File: config.mk
export PLATFORM = sky130hd
export DESIGN_NAME = bcsr_regs
export DESIGN_NICKNAME = d
export VERILOG_FILES = /design/src/pkg/bcsr_pkg.sv /design/src/logic/bcsr_phase_gen.sv /design/src/logic/bcsr_regs.sv
export SDC_FILE = /design/constraint.sdc
export NUM_CORES = 1
export LEC_CHECK = 0
export BUFFER_PORTS_ARGS = -buffer_cell sky130_fd_sc_hd__buf_2
export CORE_MARGIN = 2
export CORE_UTILIZATION = 62
export CTS_CLUSTER_SIZE = 30
export DETAILED_ROUTE_END_ITERATION = 6
export MAX_ROUTING_LAYER = met4
export PLACE_DENSITY = 0.9
export SETUP_SLACK_MARGIN = 0.05
export SYNTH_ARGS = -nofsm -noshare
export SYNTH_HDL_FRONTEND = slang
export SYNTH_HIERARCHICAL = 1
export SYNTH_SLANG_ARGS = --single-unit
File: constraint.sdc
create_clock -name mclk_i -period 7.5 [get_ports mclk_i]
set_input_delay 0.75 -clock mclk_i [delete_from_list [all_inputs] [get_ports mclk_i]]
set_output_delay 0.75 -clock mclk_i [all_outputs]
set_load 0.01 [all_outputs]
File: src/pkg/bcsr_pkg.sv
// Constants, field layouts and types shared by the boost control and soft reset register block.
// Assumes command words arrive already framed as 16-bit words.
package bcsr_pkg;

    localparam int unsigned WORD_W        = 16;
    localparam int unsigned CH_COUNT      = 4;

    // Word layout
    localparam int unsigned KIND_LSB      = 13;
    localparam int unsigned CRC_EN_BIT    = 12;
    localparam int unsigned CODE_LSB      = 0;
    localparam int unsigned CODE_W        = 12;
    localparam int unsigned BOOST_LSB     = 0;
    localparam int unsigned BOOST_W       = 7;
    localparam int unsigned SLEW_EN_BIT   = 12;
    localparam int unsigned SLEW_CLK_LSB  = 3;
    localparam int unsigned SLEW_STEP_LSB = 0;

    localparam logic [11:0] RESET_CODE     = 12'h555;
    localparam logic [11:0] KEEPALIVE_CODE = 12'h195;

    typedef enum logic [2:0] {
        K_SLEW  = 3'b000,
        K_BOOST = 3'b011,
        K_SW    = 3'b100,
        K_OTHER = 3'b111
    } bcsr_kind_t;

    localparam logic [1:0] PH_SAME  = 2'h0;
    localparam logic [1:0] PH_AB_CD = 2'h1;
    localparam logic [1:0] PH_AC_BD = 2'h2;
    localparam logic [1:0] PH_QUAD  = 2'h3;

    localparam logic [1:0] RATE_250 = 2'h0;
    localparam logic [1:0] RATE_410 = 2'h1;
    localparam logic [1:0] RATE_650 = 2'h2;

    // Switching rates and their periods in clock cycles
    localparam int unsigned MCLK_HZ     = 100_000_000;
    localparam int unsigned RATE_250_HZ = 250_000;
    localparam int unsigned RATE_410_HZ = 410_000;
    localparam int unsigned RATE_650_HZ = 650_000;
    localparam logic [15:0] PER_250     = 16'(MCLK_HZ / RATE_250_HZ);
    localparam logic [15:0] PER_410     = 16'(MCLK_HZ / RATE_410_HZ);
    localparam logic [15:0] PER_650     = 16'(MCLK_HZ / RATE_650_HZ);

    typedef struct packed {
        logic       comp_resistor_bypass;
        logic [1:0] converter_phase_select;
        logic [1:0] switching_rate_select;
        logic [1:0] boost_ceiling_select;
    } bcsr_boost_t;

    typedef struct packed {
        logic       slew_limit_enable;
        logic [3:0] clk_sel;
        logic [2:0] step_sel;
    } bcsr_slew_t;

    localparam logic        DEF_CRC_EN = 1'b0;
    localparam bcsr_boost_t DEF_BOOST  = '{comp_resistor_bypass: 1'b0, converter_phase_select: PH_SAME,
                                           switching_rate_select: RATE_410, boost_ceiling_select: 2'h0};
    localparam bcsr_slew_t  DEF_SLEW   = '{slew_limit_enable: 1'b0, clk_sel: 4'h0, step_sel: 3'h0};

endpackage

File: src/logic/bcsr_phase_gen.sv
// Four-channel converter clock generator with selectable rate and inter-channel phase.
// Assumes phase and rate selects come from registers in the same clock domain.
`timescale 1ns/1ps
`default_nettype none
module bcsr_phase_gen (
    input  wire logic                      mclk_i,
    input  wire logic                      arst_n_i,
    input  wire logic [1:0]                phase_i,
    input  wire logic [1:0]                rate_i,
    output logic [bcsr_pkg::CH_COUNT-1:0]  conv_clk_o
);
    import bcsr_pkg::*;

    function automatic logic [15:0] period_of(input logic [1:0] rate);
        case (rate)
            RATE_250: period_of = PER_250;
            RATE_650: period_of = PER_650;
            default:  period_of = PER_410;
        endcase
    endfunction

    // Offset of one channel within the period, in cycles
    function automatic logic [15:0] offset_of(input logic [1:0] ph, input int unsigned ch, input logic [15:0] per);
        logic [15:0] half;
        logic [15:0] quarter;
        half    = per >> 1;
        quarter = per >> 2;
        case (ph)
            PH_AB_CD: offset_of = (ch >= 2) ? half : 16'h0000;
            PH_AC_BD: offset_of = (ch == 1 || ch == 3) ? half : 16'h0000;
            PH_QUAD:  offset_of = 16'(quarter * 16'(ch));
            default:  offset_of = 16'h0000;
        endcase
    endfunction

    logic [15:0]         cnt_reg;
    logic [15:0]         cnt_next;
    logic [15:0]         per;
    logic [CH_COUNT-1:0] clk_reg;
    logic [CH_COUNT-1:0] clk_next;

    always_comb begin
        per      = period_of(rate_i);
        cnt_next = (cnt_reg >= per - 16'h0001) ? 16'h0000 : cnt_reg + 16'h0001;
    end

    generate
        for (genvar g = 0; g < CH_COUNT; g++) begin : g_ch
            logic [16:0] shifted;
            always_comb begin
                shifted = {1'b0, cnt_reg} + {1'b0, offset_of(phase_i, g, per)};
                if (shifted >= {1'b0, per}) begin
                    shifted = shifted - {1'b0, per};
                end
                clk_next[g] = (shifted[15:0] < (per >> 1));
            end
        end
    endgenerate

    always_ff @(posedge mclk_i or negedge arst_n_i) begin
        if (!arst_n_i) begin
            cnt_reg <= 16'h0000;
            clk_reg <= '0;
        end else begin
            cnt_reg <= cnt_next;
            clk_reg <= clk_next;
        end
    end

    assign conv_clk_o = clk_reg;
endmodule // bcsr_phase_gen
`default_nettype wire

File: src/logic/bcsr_regs.sv
// Boost converter control and software command register block with watchdog keep-alive.
// Assumes each command word arrives framed and checked, with a one-cycle valid strobe.
//
// Notes on behaviour
// - Software command word bit 12 sets the checksum enable, except in the reset command, which clears it.
// - Low twelve bits 0x555 in a software command reset the whole block except the converter clock generator counter and clock output registers.
// - Missing keep-alive within timeout raises the fault alert output.
// - Bit 6 of boost word: 0 internal compensation resistor, 1 bypass.
// - Phase codes 00 same edge, 01 AB vs CD, 10 AC vs BD.
// - Phase code 11 spaces the four converter clocks a quarter period apart.
// - Rate field picks 250, 410 (default) or 650 kHz switching.
// - Two-bit ceiling field selects boost voltage code, default 00.
// - Slew limiting enable and settings are stored separately per channel.
`timescale 1ns/1ps
`default_nettype none
module bcsr_regs #(
    parameter int unsigned WDT_TIMEOUT_CYCLES = 100_000
) (
    input  wire logic                               mclk_i,
    input  wire logic                               arst_n_i,
    input  wire logic                               word_valid_i,
    input  wire logic [bcsr_pkg::WORD_W-1:0]        word_i,
    input  wire logic [1:0]                         slew_chan_i,
    input  wire logic                               wdt_enable_i,
    output logic                                    crc_check_enable_o,
    output var bcsr_pkg::bcsr_boost_t               boost_cfg_o,
    output var bcsr_pkg::bcsr_slew_t [bcsr_pkg::CH_COUNT-1:0] slew_cfg_o,
    output logic                                    soft_reset_o,
    output logic                                    fault_alert_o,
    output logic [bcsr_pkg::CH_COUNT-1:0]           conv_clk_o
);
    import bcsr_pkg::*;

    localparam logic [31:0] WDT_LAST = 32'(WDT_TIMEOUT_CYCLES - 1);

    function automatic bcsr_kind_t word_kind(input logic [WORD_W-1:0] w);
        case (w[KIND_LSB +: 3])
            K_SW:    word_kind = K_SW;
            K_BOOST: word_kind = K_BOOST;
            K_SLEW:  word_kind = K_SLEW;
            default: word_kind = K_OTHER;
        endcase
    endfunction

    bcsr_kind_t  kind;
    logic [11:0] code;
    logic        is_reset;
    logic        is_kick;

    logic        crc_en_reg;
    logic        crc_en_next;
    bcsr_boost_t boost_reg;
    bcsr_boost_t boost_next;
    logic        srst_reg;
    logic        srst_next;
    logic [31:0] wdt_cnt_reg;
    logic [31:0] wdt_cnt_next;
    logic        alert_reg;
    logic        alert_next;

    always_comb begin
        kind     = word_kind(word_i);
        code     = word_i[CODE_LSB +: CODE_W];
        is_reset = word_valid_i && kind == K_SW && code == RESET_CODE;
        is_kick  = word_valid_i && kind == K_SW && code == KEEPALIVE_CODE;
    end

    // Command decode and configuration registers
    always_comb begin
        crc_en_next = crc_en_reg;
        boost_next  = boost_reg;
        srst_next   = 1'b0;
        if (is_reset) begin
            crc_en_next = DEF_CRC_EN;
            boost_next  = DEF_BOOST;
            srst_next   = 1'b1;
        end else if (word_valid_i) begin
            case (kind)
                K_SW:    crc_en_next = word_i[CRC_EN_BIT];
                K_BOOST: boost_next  = bcsr_boost_t'(word_i[BOOST_LSB +: BOOST_W]);
                default: crc_en_next = crc_en_reg;
            endcase
        end
    end

    always_ff @(posedge mclk_i or negedge arst_n_i) begin
        if (!arst_n_i) begin
            crc_en_reg <= DEF_CRC_EN;
            boost_reg  <= DEF_BOOST;
            srst_reg   <= 1'b0;
        end else begin
            crc_en_reg <= crc_en_next;
            boost_reg  <= boost_next;
            srst_reg   <= srst_next;
        end
    end

    // Watchdog: expiry sets the alert, a keep-alive restarts the count and clears the alert unless the count has stalled at expiry
    always_comb begin
        wdt_cnt_next = wdt_cnt_reg;
        alert_next   = alert_reg;
        if (!wdt_enable_i || is_reset) begin
            wdt_cnt_next = 32'h0000_0000;
            alert_next   = 1'b0;
        end else if (wdt_cnt_reg == WDT_LAST) begin
            // Stalled here, a keep-alive restarts the count but the alert stays set
            alert_next   = 1'b1;
            wdt_cnt_next = is_kick ? 32'h0000_0000 : wdt_cnt_reg;
        end else if (is_kick) begin
            wdt_cnt_next = 32'h0000_0000;
            alert_next   = 1'b0;
        end else begin
            wdt_cnt_next = wdt_cnt_reg + 32'h0000_0001;
        end
    end

    always_ff @(posedge mclk_i or negedge arst_n_i) begin
        if (!arst_n_i) begin
            wdt_cnt_reg <= 32'h0000_0000;
            alert_reg   <= 1'b0;
        end else begin
            wdt_cnt_reg <= wdt_cnt_next;
            alert_reg   <= alert_next;
        end
    end

    // Per-channel slew limit settings
    generate
        for (genvar g = 0; g < CH_COUNT; g++) begin : g_slew
            bcsr_slew_t slew_reg;
            bcsr_slew_t slew_next;
            always_comb begin
                slew_next = slew_reg;
                if (is_reset) begin
                    slew_next = DEF_SLEW;
                end else if (word_valid_i && kind == K_SLEW && slew_chan_i == 2'(g)) begin
                    slew_next.slew_limit_enable = word_i[SLEW_EN_BIT];
                    slew_next.clk_sel           = word_i[SLEW_CLK_LSB +: 4];
                    slew_next.step_sel          = word_i[SLEW_STEP_LSB +: 3];
                end
            end
            always_ff @(posedge mclk_i or negedge arst_n_i) begin
                if (!arst_n_i) begin
                    slew_reg <= DEF_SLEW;
                end else begin
                    slew_reg <= slew_next;
                end
            end
            assign slew_cfg_o[g] = slew_reg;

        end
    endgenerate

    bcsr_phase_gen u_phase (
        .mclk_i     (mclk_i),
        .arst_n_i   (arst_n_i),
        .phase_i    (boost_reg.converter_phase_select),
        .rate_i     (boost_reg.switching_rate_select),
        .conv_clk_o (conv_clk_o)
    );

    assign crc_check_enable_o = crc_en_reg;
    assign boost_cfg_o        = boost_reg;
    assign soft_reset_o       = srst_reg;
    assign fault_alert_o      = alert_reg;
endmodule // bcsr_regs
`default_nettype wire

# Yosys cells after proc, flatten, opt, wreduce, memory -nomap -nowiden
# Index checks and enable logic that the tools add are counted.
[word_totals]
ff_bits = 94
output_inout_bits = 46
wordCells = 114
inputBits = 22
[op_classes]
n_addsub = 10
multipliers = 1
order_cmp = 9
reduce_logical = 25
muxes = 32
eq_ne = 15
[op_table]
columns = ["op", "n"]
rows = [
  ["$mux 32", 4],
  ["$mux 16", 5],
  ["$lt 16x15->1", 4],
  ["$mux 8", 8],
  ["$sub 16x16->16", 4],
  ["$pmux 15 s2", 2],
  ["$ge 17x9->1", 3],
  ["$add 16x15->17", 2],
  ["$add 32x1->32 const B", 1],
  ["$eq 32x17->1 const B", 1],
  ["$ge 16x16->1", 2],
  ["$pmux 16 s2", 1],
  ["$mux 7", 3],
  ["$pmux 9 s2", 1],
  ["$add 16x16->17", 1],
  ["$add 16x1->16 const B", 1],
  ["$mul 14x2->16 const B", 1],
  ["$reduce_bool 2->1", 7],
  ["$eq 12x11->1 const B", 1],
  ["$eq 12x9->1 const B", 1],
  ["$eq 2x2->1 const B", 5],
  ["$sub 9x1->10 const B", 1],
  ["$pmux 3 s3", 1],
  ["$logic_and 1x1->1", 8],
  ["other kinds (12)", 24],
]

# Depth between registers and ports, before layout
[depth]
depth_word = 8
ltp_mapped = 29
mapped_depth_nobuf = 28

# Hierarchy
# Netlist, hierarchy kept.
[modules_own_cells]
columns = ["module", "cells_each", "seq_area_each_um2", "n_inst", "area_each_um2"]
rows = [
  ["bcsr_phase_gen", 747, 500.5, 1, 5383.9],
  ["bcsr_regs", 337, 1853.0, 1, 3490.8],
]

# Worst setup path before layout
# No wires, ideal clock.
[synth_timing]
kind = "reg-to-reg"
from = "register boost_reg, in the netlist boost_cfg_o[2]"
to = "register u_phase.clk_reg[1] (netlist: u_phase/conv_clk_o[1])"
synth_period_minus_slack_ps = 6026
arrival_ps = 5930
t_required_ps = 7404
path_slack_ps = 1474
path_stages_with_launch = 25
setup_time_ps = 96
path_buffers = 2
path_cell_list = "dfstp_2 > clkbuf_1 > inv_1 > buf_1 > nand2_1 > inv_1 > a31o_2 > ha_1 > nand2b_1 > a21oi_1 > o21ai_1 > xnor2_1 > ha_1 > o2111a_1 > or4_4 > nor4b_4 > nor2_1 > xnor2_1 > ha_1 > o21ai_0 > nor3b_1 > mux2_1 > a2bb2oi_2 > nand3b_1 > a311oi_2"
[synth_via]
elab_chain_cells = 7
elab_cells_between_ends = 9
classes_between = "2 x add/sub; 2 x order compare; 1 x eq/ne; 3 x mux; 1 x reduce/logical"
[synth_lines]
columns = ["item", "line", "rtl"]
rows = [
  ["start, declared", "bcsr_regs.sv:52", "bcsr_boost_t boost_reg;"],
  ["start signal, assigned", "bcsr_regs.sv:93", "boost_reg <= boost_next;"],
  ["$eq 2x2->1 or $logic_not 2->1 (tied branches)", "bcsr_phase_gen.sv:15", "case (rate)"],
  ["$pmux 9 s2 *", "bcsr_phase_gen.sv:15", ""],
  ["$pmux 15 s2", "bcsr_phase_gen.sv:28", "case (ph)"],
  ["$add 16x15->17", "bcsr_phase_gen.sv:51", "shifted = {1'b0, cnt_reg} + {1'b0, offset_of(phase_i, g, per)};"],
  ["$sub 16x16->16 or $ge 17x9->1 (tied branches)", "bcsr_phase_gen.sv:53, bcsr_phase_gen.sv:52", ""],
  ["$mux 16", "bcsr_phase_gen.sv:52", "if (shifted >= {1'b0, per}) begin"],
  ["$lt 16x15->1 *", "bcsr_phase_gen.sv:55", "clk_next[g] = (shifted[15:0] < (per >> 1));"],
  ["via u_phase.clk_next[1]", "bcsr_phase_gen.sv:40", "logic [CH_COUNT-1:0] clk_next;"],
  ["end signal, assigned", "bcsr_phase_gen.sv:66", "clk_reg <= clk_next;"],
  ["end, declared", "bcsr_phase_gen.sv:39", "logic [CH_COUNT-1:0] clk_reg;"],
]
# Mark *: on every way through the listed nets, which the timed path passes. The rest lies on a longest branch.
# A chain may end at the register's enable or synchronous reset.

# Worst setup path after layout
[layout_timing]
from = "register boost_reg, in the netlist boost_cfg_o[4]"
to = "register u_phase.clk_reg[1] (netlist: u_phase/conv_clk_o[1])"
[layout_via]
elab_chain_cells = 6
elab_cells_between_ends = 8
classes_between = "2 x add/sub; 2 x order compare; 2 x eq/ne; 2 x mux"
[layout_lines]
columns = ["item", "line"]
rows = [
  ["$eq 2x2->1 (on tied branches)", "-"],
  ["$pmux 15 s2 *", "bcsr_phase_gen.sv:28"],
  ["$add 16x15->17 *", "bcsr_phase_gen.sv:51"],
  ["$sub 16x16->16 or $ge 17x9->1 (tied branches)", "bcsr_phase_gen.sv:53, bcsr_phase_gen.sv:52"],
  ["$mux 16 *", "bcsr_phase_gen.sv:52"],
  ["$lt 16x15->1 *", "bcsr_phase_gen.sv:55"],
  ["via u_phase.clk_next[1]", "bcsr_phase_gen.sv:40"],
]
# Marked as above.

==> impl_metrics.json <==
{
  "finalSetupViolations": 0,
  "post-synth-top-area-fraction_pct": 26.2,
  "grt_max_degree": 67,
  "dpl_worst_slack_ps": 1290,
  "finalNetCount": 1229,
  "postCtsHoldBufs": 0,
  "dp.final_hpwl_mm": 17.2,
  "ff_latch_area_mm2": 0.00235,
  "clock_skew_ps": 13.3,
  "tritoncts": "built",
  "worst_hold_slack_ps": 314,
  "static-leakage-power_uw": 0.00442,
  "wl_mm": 23.5,
  "synth_cell_count_leaders": "sky130_fd_sc_hd__nor2_1 (146), sky130_fd_sc_hd__dfrtp_1 (93), sky130_fd_sc_hd__nand2_1 (85)",
  "run_status": "finished, final reports clean",
  "die_w_um": 124,
  "die-height_um": 124,
  "syn2layout_area_growth_pct": 8.46,
  "antennaDiodeCount": 0,
  "wire_length_of_the_first_global_routing_pass_mm": 38.6,
  "worstSetupStartpointType": "flop",
  "ys_seq_area_share_pct": 26.5,
  "synth_warnings": 6,
  "top_level_ports": 68,
  "postLayoutSetupSlackWorst_ps": 1170,
  "setup_tns_ps": 0,
  "antenna_found_initial": 0,
  "powerDensity_mw_per_mm2": 199,
  "async_flop_share_pct": 100,
  "clock_tree.buffer_depth": 2,
  "nFillCells": 1068,
  "detail_route.first_pass.iterations": 6,
  "grt.overflow.total": 0,
  "wl_per_cell_um": 17.9,
  "power_switching_share_pct": 39.5,
  "die_area_mm2": 0.0153,
  "netlist-cell-type-count": 96,
  "drt_drc_violations_left": 0,
  "via_per_inst": 6.49,
  "port-buffer-count": 67,
  "ctsRootBufferMaster": "sky130_fd_sc_hd__clkbuf_16",
  "clk_pin_slew_worst_paths_ps": 80,
  "critical_path.endpoint_type": "flop",
  "cp_data_arrival_time_ps": 6560,
  "post_synth.cell_area_avg_um2": 8.19,
  "worst-endpoint-required_ps": 7730,
  "synthesis.area_mm2": 0.00887,
  "power_frac_comb_pct": 44.9,
  "post_synth_inst_count": 1084,
  "period_share_pct": 84.3,
  "multiInputGateArea_mm2": 0.00619,
  "row_count": 43,
  "vias_in_the_first_global_route": 8097,
  "route.antenna.remaining_nets": 0,
  "synth_top_cell_by_area": "sky130_fd_sc_hd__dfrtp_1",
  "cts_repair_resize_count": 0,
  "detailedRoute.firstIterationViolations": 612,
  "place.gp.congestion": 0.973,
  "rsz0062_at_grt": "false",
  "synthMostInstantiatedCell": "sky130_fd_sc_hd__nor2_1",
  "route.vias.total": 8552,
  "floorplan.initialDensity_pct": 63.7,
  "number_of_enable_type_register_cells_in_the_synthesized_netlist": 0,
  "grt_use_total_pct": 32.7,
  "worst_slew_margin_rel_pct": 23.3,
  "drive_above_1_share_pct": 11.8,
  "clkPwrFrac_pct": 24.3,
  "timing.fmax_ghz": 0.158,
  "crit_type": "reg -> reg",
  "hp-class": "in -> async",
  "power.ir.vdd_worst_mv": 0.169,
  "coreArea_mm2": 0.0139,
  "synth.top_cells.by_area": "sky130_fd_sc_hd__dfrtp_1 (26%), sky130_fd_sc_hd__ha_1 (9.4%), sky130_fd_sc_hd__nor2_1 (6.2%)",
  "maxSlewViolCount": 0,
  "tightestPinTransition_ps": 1140,
  "power.switching_uw": 757,
  "clock_insertion_delay_at_the_later_pin_of_the_skew_report_ps": 350,
  "cts_made_buffers": 9,
  "finalCriticalPeriod_ps": 6330,
  "worst-r2r-cell-count": 24,
  "core_utilization_of_the_finished_layout_pct": 69.1,
  "ys_seq_elements": 94,
  "cts.repair_timing.setup_buffer_count": 0,
  "synthFlopType": "sky130_fd_sc_hd__dfrtp_1",
  "seq_power_share_pct": 30.8,
  "critical_path_fanout_max": 14,
  "drv.max_cap_violation_count": 0,
  "number_of_failing_hold_endpoints_at_the_final_stage": 0,
  "ctsHtreeMaxLevel": 3,
  "internal_power_uw": 1160,
  "cts_num_sinks": 94
}
[cell usage in the layout, fill, tap and decap left out, types with 8 or more instances in the layout]
| cell | synthesis | routed |
|---|---|---|
| sky130_fd_sc_hd__mux2i_1 | 21 | 21 |
| sky130_fd_sc_hd__o21a_1 | 8 | 8 |
| sky130_fd_sc_hd__nand3b_1 | 8 | 8 |
| sky130_fd_sc_hd__a21oi_1 | 64 | 64 |
| sky130_fd_sc_hd__buf_2 | 10 | 66 |
| sky130_fd_sc_hd__or3_1 | 10 | 10 |
| sky130_fd_sc_hd__nand2b_1 | 14 | 14 |
| sky130_fd_sc_hd__o211ai_1 | 12 | 12 |
| sky130_fd_sc_hd__a21o_1 | 9 | 9 |
| sky130_fd_sc_hd__nor2_1 | 146 | 146 |
| sky130_fd_sc_hd__dfrtp_1 | 93 | 93 |
| sky130_fd_sc_hd__and2_1 | 12 | 12 |
| sky130_fd_sc_hd__a31oi_1 | 18 | 18 |
| sky130_fd_sc_hd__clkbuf_16 | 0 | 9 |
| sky130_fd_sc_hd__nand2_1 | 85 | 85 |
| sky130_fd_sc_hd__nor3_1 | 25 | 25 |
| sky130_fd_sc_hd__ha_1 | 67 | 67 |
| sky130_fd_sc_hd__xnor2_1 | 54 | 54 |
| sky130_fd_sc_hd__xor2_1 | 48 | 48 |
| sky130_fd_sc_hd__nand3_1 | 43 | 43 |
| sky130_fd_sc_hd__and3_1 | 10 | 10 |
| sky130_fd_sc_hd__and4_1 | 8 | 8 |
| sky130_fd_sc_hd__nand4_1 | 29 | 29 |
| sky130_fd_sc_hd__nor4_1 | 16 | 16 |
| sky130_fd_sc_hd__inv_1 | 46 | 46 |
| sky130_fd_sc_hd__o21ai_0 | 48 | 48 |
[cell families (layout without fill, tap and decap cells)]
| logic type | after synthesis | after routing | synth area share (%) |
|---|---|---|---|
| flip-flops | 94 | 94 | 26.5 |
| XOR/XNOR | 102 | 102 | 10.1 |
| AO/OA/AOI/OAI | 251 | 251 | 18.9 |
| multiplexers | 31 | 31 | 3.81 |
| other | 1 | 6 | 0.0423 |
| buffers and inverters | 86 | 135 | 3.96 |
| AND/OR/NAND/NOR | 446 | 446 | 25.9 |
| adder cells (fa/ha/maj) | 73 | 73 | 10.8 |
[metrics by stage]
stage          instances  area (um^2)  power (uW)
3_5_place_dp        1303         9330        1440
5_1_grt             1318         9630        2040
6_report            1318         9630        1920
2_1_floorplan       1089         8890        1220
4_1_cts             1318         9630        1910
3_3_place_gp        1303         9330        1410
[worst max-delay path, cell delays in order (launching register included)]
cell	delay (ps)
sky130_fd_sc_hd__dfrtp_1	470
sky130_fd_sc_hd__ha_1	450
sky130_fd_sc_hd__o21ai_0	220
sky130_fd_sc_hd__nor2_1	170
sky130_fd_sc_hd__ha_1	210
sky130_fd_sc_hd__inv_1	70
sky130_fd_sc_hd__fa_1	420
sky130_fd_sc_hd__nand2b_1	180
sky130_fd_sc_hd__a21oi_1	300
sky130_fd_sc_hd__o21ai_1	200
sky130_fd_sc_hd__xnor2_1	180
sky130_fd_sc_hd__ha_1	380
sky130_fd_sc_hd__o2111a_1	160
sky130_fd_sc_hd__or4_4	540
sky130_fd_sc_hd__nor4b_4	550
sky130_fd_sc_hd__nor2_1	120
sky130_fd_sc_hd__xnor2_1	160
sky130_fd_sc_hd__ha_1	290
sky130_fd_sc_hd__o21ai_0	100
sky130_fd_sc_hd__nor4_1	390
sky130_fd_sc_hd__nor2_1	80
sky130_fd_sc_hd__o31ai_1	260
sky130_fd_sc_hd__a21oi_2	90
sky130_fd_sc_hd__nand3b_1	110
sky130_fd_sc_hd__a311oi_2	90
[final timing paths]
| path | start | end | slack [ps] |
|---|---|---|---|
| max in group asynchronous | arst_n_i | slew_cfg_o[12] | 6010 |
| max reg2reg | boost_cfg_o[4] | u_phase/conv_clk_o[1] | 1170 |
| min reg2reg | boost_cfg_o[6] | boost_cfg_o[6] | 500 |
| min | arst_n_i | wdt_cnt_reg[16] | 310 |
| min in group mclk_i | boost_cfg_o[6] | boost_cfg_o[6] | 500 |
| max | boost_cfg_o[4] | u_phase/conv_clk_o[1] | 1170 |
[final cells by class]
class	count	area share (%)
Tap cell	180	2.34
Inverter	48	1.92
Clock inverter	5	0.676
Multi-Input combinational cell	909	64.3
Clock buffer	10	2.38
Timing Repair Buffer	72	3.90
Sequential cell	94	24.5
[power groups by stage]
stage          Combinational [uW]  Clock [uW]  Sequential, uW
6_report                      862         466             590
3_3_place_gp                  812           0             595
4_1_cts                       848         472             589
2_1_floorplan                 608           0             609
3_5_place_dp                  843           0             597
5_1_grt                       957         491             595
[layer usage]
layer / wire [um] / track usage (%) / vias up
met3: 1790 / 4.72 / 82
met2: 11200 / 51.7 / 409
li1: - / - / 4033
met1: 9710 / 41.8 / 4028
met4: 834 / 14.9 / 0
met5: 0 / - / -
Note: power is estimated with default switching activity, not from simulation.
